==> config.mk <==
export PLATFORM = sky130hd
export DESIGN_NAME = dpc_ctrl
export DESIGN_NICKNAME = d
export VERILOG_FILES = /design/src/core/dpc_pkg.sv /design/src/core/dpc_clk_div.sv /design/src/core/dpc_ctrl.sv
export SDC_FILE = /design/constraint.sdc
export NUM_CORES = 1
export LEC_CHECK = 0
export BUFFER_PORTS_ARGS = -buffer_cell sky130_fd_sc_hd__buf_4
export CAP_MARGIN = 20
export CORE_MARGIN = 10
export CORE_UTILIZATION = 48
export DETAILED_ROUTE_END_ITERATION = 6
export GPL_TIMING_DRIVEN = 0
export PLACE_DENSITY = 0.81
export SLEW_MARGIN = 5
export SYNTH_ARGS = -nofsm -noshare
export SYNTH_HDL_FRONTEND = slang
export SYNTH_SLANG_ARGS = --single-unit
==> constraint.sdc <==
create_clock -name SYS_CLK -period 2.1 [get_ports SYS_CLK]
set_input_delay 0.105 -clock SYS_CLK [delete_from_list [all_inputs] [get_ports SYS_CLK]]
set_output_delay 0.105 -clock SYS_CLK [all_outputs]
set_load 0.01 [all_outputs]
==> src/core/dpc_pkg.sv <==
// Package: constants and types for the core power, clock and reset controller
package dpc_pkg;

    // ******************************************************
    // APB register map
    // ******************************************************
    localparam logic [7:0] ADDR_CTRL = 8'h00;
    localparam logic [7:0] ADDR_IMASK = 8'h04;
    localparam logic [7:0] ADDR_EDGE = 8'h08;
    localparam logic [7:0] ADDR_CMD = 8'h0c;
    localparam logic [7:0] ADDR_STATUS = 8'h10;
    localparam logic [7:0] ADDR_PEND = 8'h14;
    localparam logic [7:0] ADDR_MODE_STATUS_REG = 8'h18;

    // CTRL fields
    localparam int CTRL_CLOCK_OUTPUT_DISABLE_BIT = 0;
    localparam int CTRL_CTXCLR_BIT = 1;
    localparam int CTRL_BOOT_BIT = 2;
    // CMD fields
    localparam int CMD_PDFORCE_BIT = 0;
    localparam int CMD_IDLE_BIT = 1;
    localparam int CMD_DOZE_BIT = 2;
    localparam int CMD_DIV_LSB = 4;

    // ******************************************************
    // Reset values and counts
    // ******************************************************
    localparam logic [10:0] IMASK_RESET = 11'h000;
    localparam logic [2:0] EDGE_RESET = 3'h0;
    localparam logic [2:0] CTRL_RESET = 3'h0;
    localparam logic [15:0] MODE_STATUS_REG_RESET = 16'h0000;
    localparam logic [13:0] BOOT_ADDR = 14'h0000;
    localparam int NUM_IRQ = 11;
    localparam int WAKE_INPUT_CLOCKS = 200;
    localparam int INPUT_PER_CYCLE = 2;
    localparam int WAKE_CYCLES = WAKE_INPUT_CLOCKS * INPUT_PER_CYCLE;
    localparam int SYS_CLK_MHZ = 200;
    localparam int CORE_CYCLE_PS = 12500;

    // Interrupt index: 0 is power down (highest), 10 is lowest
    localparam int IRQ_PWRDN = 0;
    localparam int IRQ_GENERAL = 1;
    localparam int IRQ_NUM_ONE = 8;
    localparam int IRQ_NUM_ZERO = 9;

    // Slow idle divisor codes: n = 16 << code
    typedef enum logic [1:0]
    {
        DIV_16 = 2'b00,
        DIV_32 = 2'b01,
        DIV_64 = 2'b10,
        DIV_128 = 2'b11
    } dpc_div_t;

    typedef enum logic [2:0]
    {
        ST_RUN = 3'b000,
        ST_IDLE = 3'b001,
        ST_PD_HANDLER = 3'b010,
        ST_DORMANT = 3'b011,
        ST_WAKE = 3'b100,
        ST_BOOT = 3'b101
    } dpc_state_t;

    typedef struct packed
    {
        logic ext_irq_general;
        logic ext_irq_level_one;
        logic ext_irq_level_zero;
        logic ext_irq_edge;
        logic ext_irq_num_one;
        logic ext_irq_num_zero;
    } dpc_ext_irq_t;

    typedef struct packed
    {
        logic valid;
        logic [3:0] index;
        logic [13:0] vector;
    } dpc_vector_t;

endpackage

==> src/core/dpc_clk_div.sv <==
// Clock divider: full-rate or slow-idle enable pulses for core and derived clocks
`timescale 1ns/1ps
module dpc_clk_div
#(
    parameter int CNT_W = 7
)
(
    input wire logic sys_clk,
    input wire logic reset,
    input wire logic slow_req,
    input wire dpc_pkg::dpc_div_t div_code,
    output logic cycle_en,
    output logic slow_active,
    output logic clk_level
);

    logic [CNT_W-1:0] cnt_reg;
    logic [CNT_W-1:0] limit;
    logic toggle_reg;

    always_comb
    begin
        limit = CNT_W'((8'd16 << div_code) - 8'd1);
    end

    // Slow mode starts on a cycle_en boundary but stops as soon as slow_req drops, so the last divided period can be short
    always_ff @(posedge sys_clk)
    begin
        if (reset)
        begin
            slow_active <= 1'b0;
        end
        else if (cycle_en)
        begin
            slow_active <= slow_req;
        end
    end

    always_ff @(posedge sys_clk)
    begin
        if (reset)
        begin
            cnt_reg <= '0;
        end
        else if (!slow_active || cnt_reg == limit || !slow_req)
        begin
            cnt_reg <= '0;
        end
        else
        begin
            cnt_reg <= cnt_reg + CNT_W'(1);
        end
    end

    assign cycle_en = !slow_active || cnt_reg == limit || !slow_req;

    always_ff @(posedge sys_clk)
    begin
        if (reset)
        begin
            toggle_reg <= 1'b0;
        end
        else if (cycle_en)
        begin
            toggle_reg <= ~toggle_reg;
        end
    end

    assign clk_level = toggle_reg;

endmodule

==> src/core/dpc_ctrl.sv <==
// Power, clock, reset and interrupt-wake controller for one processor core
// Contract
// - Eleven interrupts plus reset, prioritised, maskable except power down and reset.
// - General and both numbered external interrupts selectable level or edge.
// - Software force bit starts power down; handler runs before optional dormancy.
// - Leaving power down resumes execution in 200 input clock cycles.
// - Control bit picks saved-context resume or cleared-context restart after power down.
// - Reset input also ends power down.
// - Idle stalls until unmasked interrupt, then continues after the idle.
// - Host port, byte transfer and autobuffer cycle steals continue during idle.
// - Slow idle divides core clock by 16, 32, 64 or 128.
// - Serial, output and timer clocks divided by the same ratio in slow idle.
// - Idle without divisor is standard idle, undivided, one-cycle response.
// - Slow idle wake may take up to n core cycles.
// - Core cycle runs at twice input clock rate; one cycle per instruction.
// - Cycle-rate clock output gated by a disable bit.
// - Later resets impose no stabilisation wait.
// - Reset empties stacks, masks all interrupts, clears mode status register.
// - Reset release with boot set and no bus request boots, then fetches 0x0000; reset clears the boot bit, so ST_BOOT moves to ST_RUN without a boot.
//
// The APB register port and the address map are this design's own decisions.
`timescale 1ns/1ps
module dpc_ctrl
#(
    parameter int WAKE_CYCLES = dpc_pkg::WAKE_CYCLES
)
(
    input wire logic SYS_CLK,
    input wire logic RESET,
    input wire logic PSEL,
    input wire logic PENABLE,
    input wire logic PWRITE,
    input wire logic [7:0] PADDR,
    input wire logic [31:0] PWDATA,
    output logic [31:0] PRDATA,
    output logic PREADY,
    output logic PSLVERR,
    input wire dpc_pkg::dpc_ext_irq_t EXT_IRQ,
    input wire logic [4:0] INT_IRQ,
    input wire logic BUS_REQUEST,
    input wire logic BOOT_DONE,
    input wire logic STEAL_REQ,
    output logic CORE_RUN,
    output logic CYCLE_CLOCK_OUTPUT,
    output logic DERIVED_CLK_EN,
    output logic STEAL_GRANT,
    output logic CTX_CLEAR,
    output logic STACK_EMPTY,
    output logic VECTOR_VALID,
    output logic [13:0] VECTOR_ADDR,
    output logic POWERED_DOWN
);

    // ******************************************************
    // Registers
    // ******************************************************
    logic [2:0] ctrl_reg;
    logic [10:0] imask_reg;
    logic [2:0] edge_reg;
    logic [15:0] mode_status_reg_reg;
    logic [10:0] pend_reg;
    logic [10:0] pend_next;
    logic [10:0] raw_irq;
    logic [10:0] raw_prev_reg;
    logic [10:0] eligible;
    logic idle_div_reg;
    dpc_pkg::dpc_div_t div_reg;
    dpc_pkg::dpc_state_t state_reg;
    logic [9:0] wake_cnt_reg;
    dpc_pkg::dpc_vector_t pick;
    logic cycle_en;
    logic slow_active;
    logic clk_level;
    logic wr;
    logic rd;
    logic ack;
    logic force_pd;
    logic pd_handled_reg;

    assign wr = PSEL && PENABLE && PWRITE;
    assign rd = PSEL && PENABLE && !PWRITE;

    // Raw sources: index 0 power down, then external and internal
    always_comb
    begin
        raw_irq = {INT_IRQ[4] | INT_IRQ[3], EXT_IRQ.ext_irq_num_zero, EXT_IRQ.ext_irq_num_one, INT_IRQ[2],
                   EXT_IRQ.ext_irq_edge, INT_IRQ[1:0], EXT_IRQ.ext_irq_level_zero, EXT_IRQ.ext_irq_level_one,
                   EXT_IRQ.ext_irq_general, force_pd};
    end

    // ******************************************************
    // Interrupt latching and priority
    // ******************************************************
    always_ff @(posedge SYS_CLK)
    begin
        if (RESET)
        begin
            raw_prev_reg <= '0;
        end
        else
        begin
            raw_prev_reg <= raw_irq;
        end
    end

    always_comb
    begin
        pend_next = pend_reg;
        if (ack)
        begin
            pend_next[pick.index] = 1'b0;
        end
        if (edge_reg[0] && raw_irq[dpc_pkg::IRQ_GENERAL] && !raw_prev_reg[dpc_pkg::IRQ_GENERAL])
        begin
            pend_next[dpc_pkg::IRQ_GENERAL] = 1'b1;
        end
        if (edge_reg[1] && raw_irq[dpc_pkg::IRQ_NUM_ONE] && !raw_prev_reg[dpc_pkg::IRQ_NUM_ONE])
        begin
            pend_next[dpc_pkg::IRQ_NUM_ONE] = 1'b1;
        end
        if (edge_reg[2] && raw_irq[dpc_pkg::IRQ_NUM_ZERO] && !raw_prev_reg[dpc_pkg::IRQ_NUM_ZERO])
        begin
            pend_next[dpc_pkg::IRQ_NUM_ZERO] = 1'b1;
        end
        if (force_pd)
        begin
            pend_next[dpc_pkg::IRQ_PWRDN] = 1'b1;
        end
    end

    always_ff @(posedge SYS_CLK)
    begin
        if (RESET)
        begin
            pend_reg <= '0;
        end
        else
        begin
            pend_reg <= pend_next;
        end
    end

    // Level sources pass through; edge-configured ones use the latch
    always_comb
    begin
        eligible = raw_irq & ~11'h001;
        eligible[dpc_pkg::IRQ_GENERAL] = edge_reg[0] ? pend_reg[dpc_pkg::IRQ_GENERAL] : raw_irq[dpc_pkg::IRQ_GENERAL];
        eligible[dpc_pkg::IRQ_NUM_ONE] = edge_reg[1] ? pend_reg[dpc_pkg::IRQ_NUM_ONE] : raw_irq[dpc_pkg::IRQ_NUM_ONE];
        eligible[dpc_pkg::IRQ_NUM_ZERO] = edge_reg[2] ? pend_reg[dpc_pkg::IRQ_NUM_ZERO] : raw_irq[dpc_pkg::IRQ_NUM_ZERO];
        eligible = eligible & imask_reg;
        eligible[dpc_pkg::IRQ_PWRDN] = pend_reg[dpc_pkg::IRQ_PWRDN];
    end

    always_comb
    begin
        pick = '0;
        for (int i = dpc_pkg::NUM_IRQ - 1; i >= 0; i--)
        begin
            if (eligible[i])
            begin
                pick.valid = 1'b1;
                pick.index = 4'(i);
                pick.vector = (i == 0) ? 14'h002c : 14'(i * 4);
            end
        end
    end

    // One vector per strobe; slow idle first returns to full rate
    assign ack = pick.valid && cycle_en && !VECTOR_VALID
                 && (state_reg == dpc_pkg::ST_RUN || (state_reg == dpc_pkg::ST_IDLE && !slow_active));
    assign force_pd = wr && PADDR == dpc_pkg::ADDR_CMD && PWDATA[dpc_pkg::CMD_PDFORCE_BIT];

    // ******************************************************
    // Sequencer
    // ******************************************************
    always_ff @(posedge SYS_CLK)
    begin
        if (RESET)
        begin
            state_reg <= dpc_pkg::ST_BOOT;
            wake_cnt_reg <= '0;
            pd_handled_reg <= 1'b0;
        end
        else
        begin
            unique case (state_reg)
                dpc_pkg::ST_BOOT:
                begin
                    if (!ctrl_reg[dpc_pkg::CTRL_BOOT_BIT] || (BOOT_DONE && !BUS_REQUEST))
                    begin
                        state_reg <= dpc_pkg::ST_RUN;
                    end
                end
                dpc_pkg::ST_RUN:
                begin
                    if (ack && pick.index == 4'(dpc_pkg::IRQ_PWRDN))
                    begin
                        state_reg <= dpc_pkg::ST_PD_HANDLER;
                        pd_handled_reg <= 1'b1;
                    end
                    else if (wr && PADDR == dpc_pkg::ADDR_CMD && PWDATA[dpc_pkg::CMD_IDLE_BIT])
                    begin
                        state_reg <= dpc_pkg::ST_IDLE;
                    end
                end
                dpc_pkg::ST_PD_HANDLER:
                begin
                    if (wr && PADDR == dpc_pkg::ADDR_CMD && PWDATA[dpc_pkg::CMD_DOZE_BIT])
                    begin
                        state_reg <= dpc_pkg::ST_DORMANT;
                    end
                    else if (wr && PADDR == dpc_pkg::ADDR_CMD && PWDATA[dpc_pkg::CMD_IDLE_BIT])
                    begin
                        state_reg <= dpc_pkg::ST_RUN;
                    end
                end
                dpc_pkg::ST_DORMANT:
                begin
                    if (|(raw_irq & imask_reg))
                    begin
                        state_reg <= dpc_pkg::ST_WAKE;
                        wake_cnt_reg <= 10'(WAKE_CYCLES - 1);
                    end
                end
                dpc_pkg::ST_WAKE:
                begin
                    if (wake_cnt_reg == 10'h000)
                    begin
                        state_reg <= dpc_pkg::ST_RUN;
                    end
                    else
                    begin
                        wake_cnt_reg <= wake_cnt_reg - 10'h001;
                    end
                end
                dpc_pkg::ST_IDLE:
                begin
                    if (ack && !slow_active)
                    begin
                        state_reg <= dpc_pkg::ST_RUN;
                    end
                end
                default:
                begin
                    state_reg <= dpc_pkg::ST_RUN;
                end
            endcase
        end
    end

    // ******************************************************
    // APB registers
    // ******************************************************
    always_ff @(posedge SYS_CLK)
    begin
        if (RESET)
        begin
            ctrl_reg <= dpc_pkg::CTRL_RESET;
            imask_reg <= dpc_pkg::IMASK_RESET;
            edge_reg <= dpc_pkg::EDGE_RESET;
            mode_status_reg_reg <= dpc_pkg::MODE_STATUS_REG_RESET;
            idle_div_reg <= 1'b0;
            div_reg <= dpc_pkg::DIV_16;
        end
        else
        begin
            if (wr && PADDR == dpc_pkg::ADDR_CTRL)
            begin
                ctrl_reg <= PWDATA[2:0];
            end
            if (wr && PADDR == dpc_pkg::ADDR_IMASK)
            begin
                imask_reg <= PWDATA[10:0];
            end
            if (wr && PADDR == dpc_pkg::ADDR_EDGE)
            begin
                edge_reg <= PWDATA[2:0];
            end
            if (wr && PADDR == dpc_pkg::ADDR_MODE_STATUS_REG)
            begin
                mode_status_reg_reg <= PWDATA[15:0];
            end
            if (wr && PADDR == dpc_pkg::ADDR_CMD && PWDATA[dpc_pkg::CMD_IDLE_BIT] && state_reg == dpc_pkg::ST_RUN)
            begin
                idle_div_reg <= PWDATA[3];
                div_reg <= dpc_pkg::dpc_div_t'(PWDATA[dpc_pkg::CMD_DIV_LSB +: 2]);
            end
            else if (state_reg != dpc_pkg::ST_IDLE)
            begin
                idle_div_reg <= 1'b0;
            end
        end
    end

    always_ff @(posedge SYS_CLK)
    begin
        if (RESET)
        begin
            PRDATA <= '0;
            PREADY <= 1'b0;
            PSLVERR <= 1'b0;
        end
        else
        begin
            PREADY <= PSEL && !PENABLE;
            PSLVERR <= PSEL && !PENABLE && PADDR > dpc_pkg::ADDR_MODE_STATUS_REG;
            PRDATA <= '0;
            if (PSEL && !PENABLE && !PWRITE)
            begin
                unique case (PADDR)
                    dpc_pkg::ADDR_CTRL: PRDATA <= {29'h0, ctrl_reg};
                    dpc_pkg::ADDR_IMASK: PRDATA <= {21'h0, imask_reg};
                    dpc_pkg::ADDR_EDGE: PRDATA <= {29'h0, edge_reg};
                    dpc_pkg::ADDR_STATUS: PRDATA <= {26'h0, slow_active, idle_div_reg, 1'b0, state_reg};
                    dpc_pkg::ADDR_PEND: PRDATA <= {21'h0, pend_reg};
                    dpc_pkg::ADDR_MODE_STATUS_REG: PRDATA <= {16'h0, mode_status_reg_reg};
                    default: PRDATA <= '0;
                endcase
            end
        end
    end

    // ******************************************************
    // Clock division and outputs
    // ******************************************************
    dpc_clk_div u_div
    (
        .sys_clk(SYS_CLK),
        .reset(RESET),
        .slow_req(idle_div_reg && state_reg == dpc_pkg::ST_IDLE && !pick.valid),
        .div_code(div_reg),
        .cycle_en(cycle_en),
        .slow_active(slow_active),
        .clk_level(clk_level)
    );

    always_ff @(posedge SYS_CLK)
    begin
        if (RESET)
        begin
            CORE_RUN <= 1'b0;
            CYCLE_CLOCK_OUTPUT <= 1'b0;
            DERIVED_CLK_EN <= 1'b0;
            STEAL_GRANT <= 1'b0;
            CTX_CLEAR <= 1'b1;
            STACK_EMPTY <= 1'b1;
            VECTOR_VALID <= 1'b0;
            VECTOR_ADDR <= dpc_pkg::BOOT_ADDR;
            POWERED_DOWN <= 1'b0;
        end
        else
        begin
            CORE_RUN <= state_reg == dpc_pkg::ST_RUN || state_reg == dpc_pkg::ST_PD_HANDLER;
            CYCLE_CLOCK_OUTPUT <= clk_level && !ctrl_reg[dpc_pkg::CTRL_CLOCK_OUTPUT_DISABLE_BIT];
            DERIVED_CLK_EN <= cycle_en && state_reg != dpc_pkg::ST_DORMANT;
            STEAL_GRANT <= STEAL_REQ && state_reg != dpc_pkg::ST_DORMANT && cycle_en;
            CTX_CLEAR <= state_reg == dpc_pkg::ST_WAKE && wake_cnt_reg == 10'h000
                         && ctrl_reg[dpc_pkg::CTRL_CTXCLR_BIT];
            STACK_EMPTY <= 1'b0;
            VECTOR_VALID <= ack || (state_reg == dpc_pkg::ST_BOOT && ctrl_reg[dpc_pkg::CTRL_BOOT_BIT]
                            && BOOT_DONE && !BUS_REQUEST);
            VECTOR_ADDR <= ack ? pick.vector : dpc_pkg::BOOT_ADDR;
            POWERED_DOWN <= state_reg == dpc_pkg::ST_DORMANT || state_reg == dpc_pkg::ST_WAKE;
        end
    end

endmodule

==> impl_metrics.json <==
{
  "synth_edf_count": 0,
  "worst-setup-path-type": "reg2reg",
  "routed_vias": 4504,
  "number_of_search_and_repair_iterations_in_the_first_detailed_routing_pass": 7,
  "slew_viol_final": 0,
  "routed_wire_length_per_instance_um": 16.73,
  "timing.fmax_ghz": 0.5001,
  "topRoutingLayerUsed": "met4",
  "grt_setup_unrepaired": "no",
  "drc": 0,
  "die_area_sq_um": 13850,
  "slew_headroom_pct": 39.27,
  "antenna_cells": 0,
  "sequentialPowerShare_pct": 49.4,
  "detail_route.wirelength_um": 13500,
  "final_report_hold_violation_count": 0,
  "grt_antenna_before_repair": 0,
  "detailedRoute.firstIterationViolations": 326,
  "area.growth.synth_to_final_pct": 27.97,
  "synth_async_sr_flop_share_pct": 0,
  "detailroute.wirelength.met3_um": 1132,
  "yosysTopAreaCellShare_pct": 44.58,
  "synth.cells.most_frequent": "sky130_fd_sc_hd__dfxtp_1, sky130_fd_sc_hd__nand2_1, sky130_fd_sc_hd__nor2_1",
  "cts-buffers-inserted": 9,
  "power_frac_clock_pct": 33.3,
  "post_synth_instance_area_sq_um": 4581,
  "comb_power_share_pct": 17.3,
  "status": "finished clean",
  "critPathArrivalTime_ns": 2.30,
  "clk-insertion-delay-late_ns": 0.37,
  "worst_hold_path_type": "in2reg",
  "timing_worst_slew_pin_value_ns": 0.9027,
  "dieWidth_um": 117.7,
  "synthTopCellsByArea": "sky130_fd_sc_hd__dfxtp_1, sky130_fd_sc_hd__nand2_1, sky130_fd_sc_hd__a21oi_1, sky130_fd_sc_hd__buf_4, sky130_fd_sc_hd__nor2_1",
  "finalSetupViolations": 0,
  "avgViaCountPerCell": 5.581,
  "worst_setup_path_start_kind": "flip-flop",
  "cpMaxStageDelayCell": "sky130_fd_sc_hd__or3b_2",
  "cts_tree": "yes",
  "place.gp.congestion": 0.8759,
  "total_power_density_per_cell_area_nw_per_um2": 713.3,
  "clk_transition_reported_paths_ns": 0.10,
  "port_buffers": 72,
  "initial_core_util_pct": 49.34,
  "total_leakage_power_nw": 2.305,
  "synth_instances": 549,
  "drt.antenna.violating_nets": 0,
  "finClkSkew_ns": 0.008467,
  "grt_pass1_wl_um": 21960,
  "routedLengthMet1_um": 5408,
  "ys_types": 62,
  "post_synth.cell_area_avg_sq_um": 8.344,
  "worst-path-max-fanout": 9,
  "max-clock-path-buffers": 2,
  "die_height_um": 117.7,
  "max_cap_viol_count": 0,
  "synthFlopType": "sky130_fd_sc_hd__dfxtp_1",
  "clock_sinks": 102,
  "fin_crit_sh_pct": 95.23,
  "pnr_worst_setup_slack_ns": 0.1003,
  "number_of_ports_placed_on_the_die_boundary": 115,
  "gr-total-overflow": 0,
  "switching_power_mw": 1.147,
  "grt.total_usage_pct": 18.85,
  "critPathMaxStageDelay_ns": 0.50,
  "first_global_vias": 4508,
  "design.core.area_sq_um": 9284,
  "final_nets": 734,
  "min_period_ns": 2.000,
  "post-synth-top-count-cell": "sky130_fd_sc_hd__dfxtp_1",
  "cts.root.buffer_cell": "sky130_fd_sc_hd__clkbuf_8",
  "design_power_total_mw": 4.181,
  "synth_largest_area_cell": "sky130_fd_sc_hd__dfxtp_1",
  "synth_sequential_area_ratio_pct": 44.58,
  "timing.critical_path.to_type": "flip-flop",
  "netSwitchingFraction_pct": 27.43,
  "p_int_mw": 3.034,
  "ys_ff_latch": 102,
  "dr_wl_met2_um": 6651,
  "cts-htree-levels": 3,
  "post-place-ws_ns": -0.5395,
  "worstPathCellList": "or3b_2 -> a31oi_4 -> o21ai_2 -> or4b_1 -> a21oi_1",
  "dp_hpwl_um": 10060,
  "maximum_resistive_drop_on_vdd_mv": 0.3688,
  "yosys_warnings": 0,
  "placementRows": 35,
  "critPathRequiredTime_ns": 2.40,
  "fraction_of_final_layout_cells_sized_beyond_drive_strength_1_pct": 22.12,
  "grt_start_max_net_pins": 17
}
-- final cells by class --
cell class	count	area, sq um
buffer	50	292.8
clock buffer	11	141.4
clock inverter	5	81.33
fill	798	3422
inverter	19	71.32
multi-input combinational	400	2349
sequential	102	2047
tap	129	161.4
timing repair buffer	91	718.2
-- kinds of logic (layout without fill, tap and decap cells) --
family,Yosys count,in the layout,share of synthesized area [%]
xor gates and xnor gates,5,5,0.9562
buffers and inverters,72,176,8.112
other,1,26,0.08187
adders and majority gates,2,2,0.5462
DFF,102,102,44.58
AOI/OAI and AO/OA,129,129,19.09
and+or+nand+nor,226,226,23.87
muxes,12,12,2.759
-- metal layers --
| layer | vias to the layer above | track usage (%) |
|---|---|---|
| met1 | 2074 | 22.12 |
| met4 | 0 | 7.651 |
| met3 | 34 | 4.412 |
| met5 | - | 0 |
| met2 | 213 | 32.24 |
| li1 | 2183 | - |
-- power groups by stage --
stage	sequential (mW)	combinational, mW	clock [mW]
after CTS	2.06	0.695	1.40
after detailed placement	2.09	0.635	0
after global routing	2.08	0.809	1.46
after global placement	2.09	0.624	0
after floorplan	2.09	0.437	0
final	2.07	0.725	1.39
-- path summary, 6_finish.rpt --
check | from | endpoint | slack (ns) | cells after the start
worst max register to register | state_reg[2] | wake_cnt_reg[5] | 0.10 | 5
worst min register to register | pend_reg[4] | pend_reg[4] | 0.44 | 2
worst max-delay path | state_reg[2] | wake_cnt_reg[5] | 0.10 | 5
worst min-delay path | PWDATA[5] | mode_status_reg_reg[5] | 0.01 | 3
-- critical path: cells and delay by family (launching register included) --
kind               cells  cell delay [ns]
AOI/OAI and AO/OA      3             0.53
DFF                    1             0.43
and+or+nand+nor        2             0.99
-- stage by stage --
stage	hold WS [ns]	setup TNS (ns)	cell area (sq um)	utilization, %	instances
final	0.009642	0	5862	63.14	807
after global routing	0.004644	0	5862	63.14	807
after CTS	0.0003444	0	5796	62.43	803
after detailed placement	0.2204	-12.34	5378	57.92	775
after global placement	0.2184	-10.49	5378	57.92	775
after floorplan	0.1327	0	4676	-	574
-- placed cells by master (no fill, tap or decap), types with 4 or more instances in the layout --
cell / synthesis / final
sky130_fd_sc_hd__buf_4: 27 / 104
sky130_fd_sc_hd__dfxtp_1: 102 / 100
sky130_fd_sc_hd__nand2_1: 80 / 80
sky130_fd_sc_hd__a21oi_1: 49 / 49
sky130_fd_sc_hd__nor2_1: 50 / 48
sky130_fd_sc_hd__conb_1: 1 / 26
sky130_fd_sc_hd__nand3_1: 24 / 23
sky130_fd_sc_hd__clkbuf_1: 25 / 20
sky130_fd_sc_hd__inv_1: 19 / 19
sky130_fd_sc_hd__dlygate4sd3_1: 0 / 14
sky130_fd_sc_hd__nor3_1: 13 / 13
sky130_fd_sc_hd__a31oi_1: 12 / 11
sky130_fd_sc_hd__and3_1: 10 / 10
sky130_fd_sc_hd__clkbuf_8: 0 / 10
sky130_fd_sc_hd__o21ai_0: 9 / 9
sky130_fd_sc_hd__a222oi_1: 9 / 9
sky130_fd_sc_hd__o31ai_1: 7 / 7
sky130_fd_sc_hd__mux2i_1: 7 / 7
sky130_fd_sc_hd__or3_1: 6 / 6
sky130_fd_sc_hd__a32oi_1: 6 / 6
sky130_fd_sc_hd__a22oi_1: 6 / 6
sky130_fd_sc_hd__or4_1: 5 / 5
sky130_fd_sc_hd__nor2b_1: 5 / 5
sky130_fd_sc_hd__mux2_2: 5 / 5
sky130_fd_sc_hd__a311oi_1: 4 / 4
sky130_fd_sc_hd__o41ai_1: 4 / 4
sky130_fd_sc_hd__nand4_1: 4 / 4
-- repair_timing --
item	in CTS	in global routing
pin swaps	0	3
endpoints found under the hold margin	16	0
cloned	0	0
setup endpoints to repair	36	38
buffers inserted	0	5
gates resized for setup	11	12
hold buffers	14	0
Power figures use the tool's default switching activity.
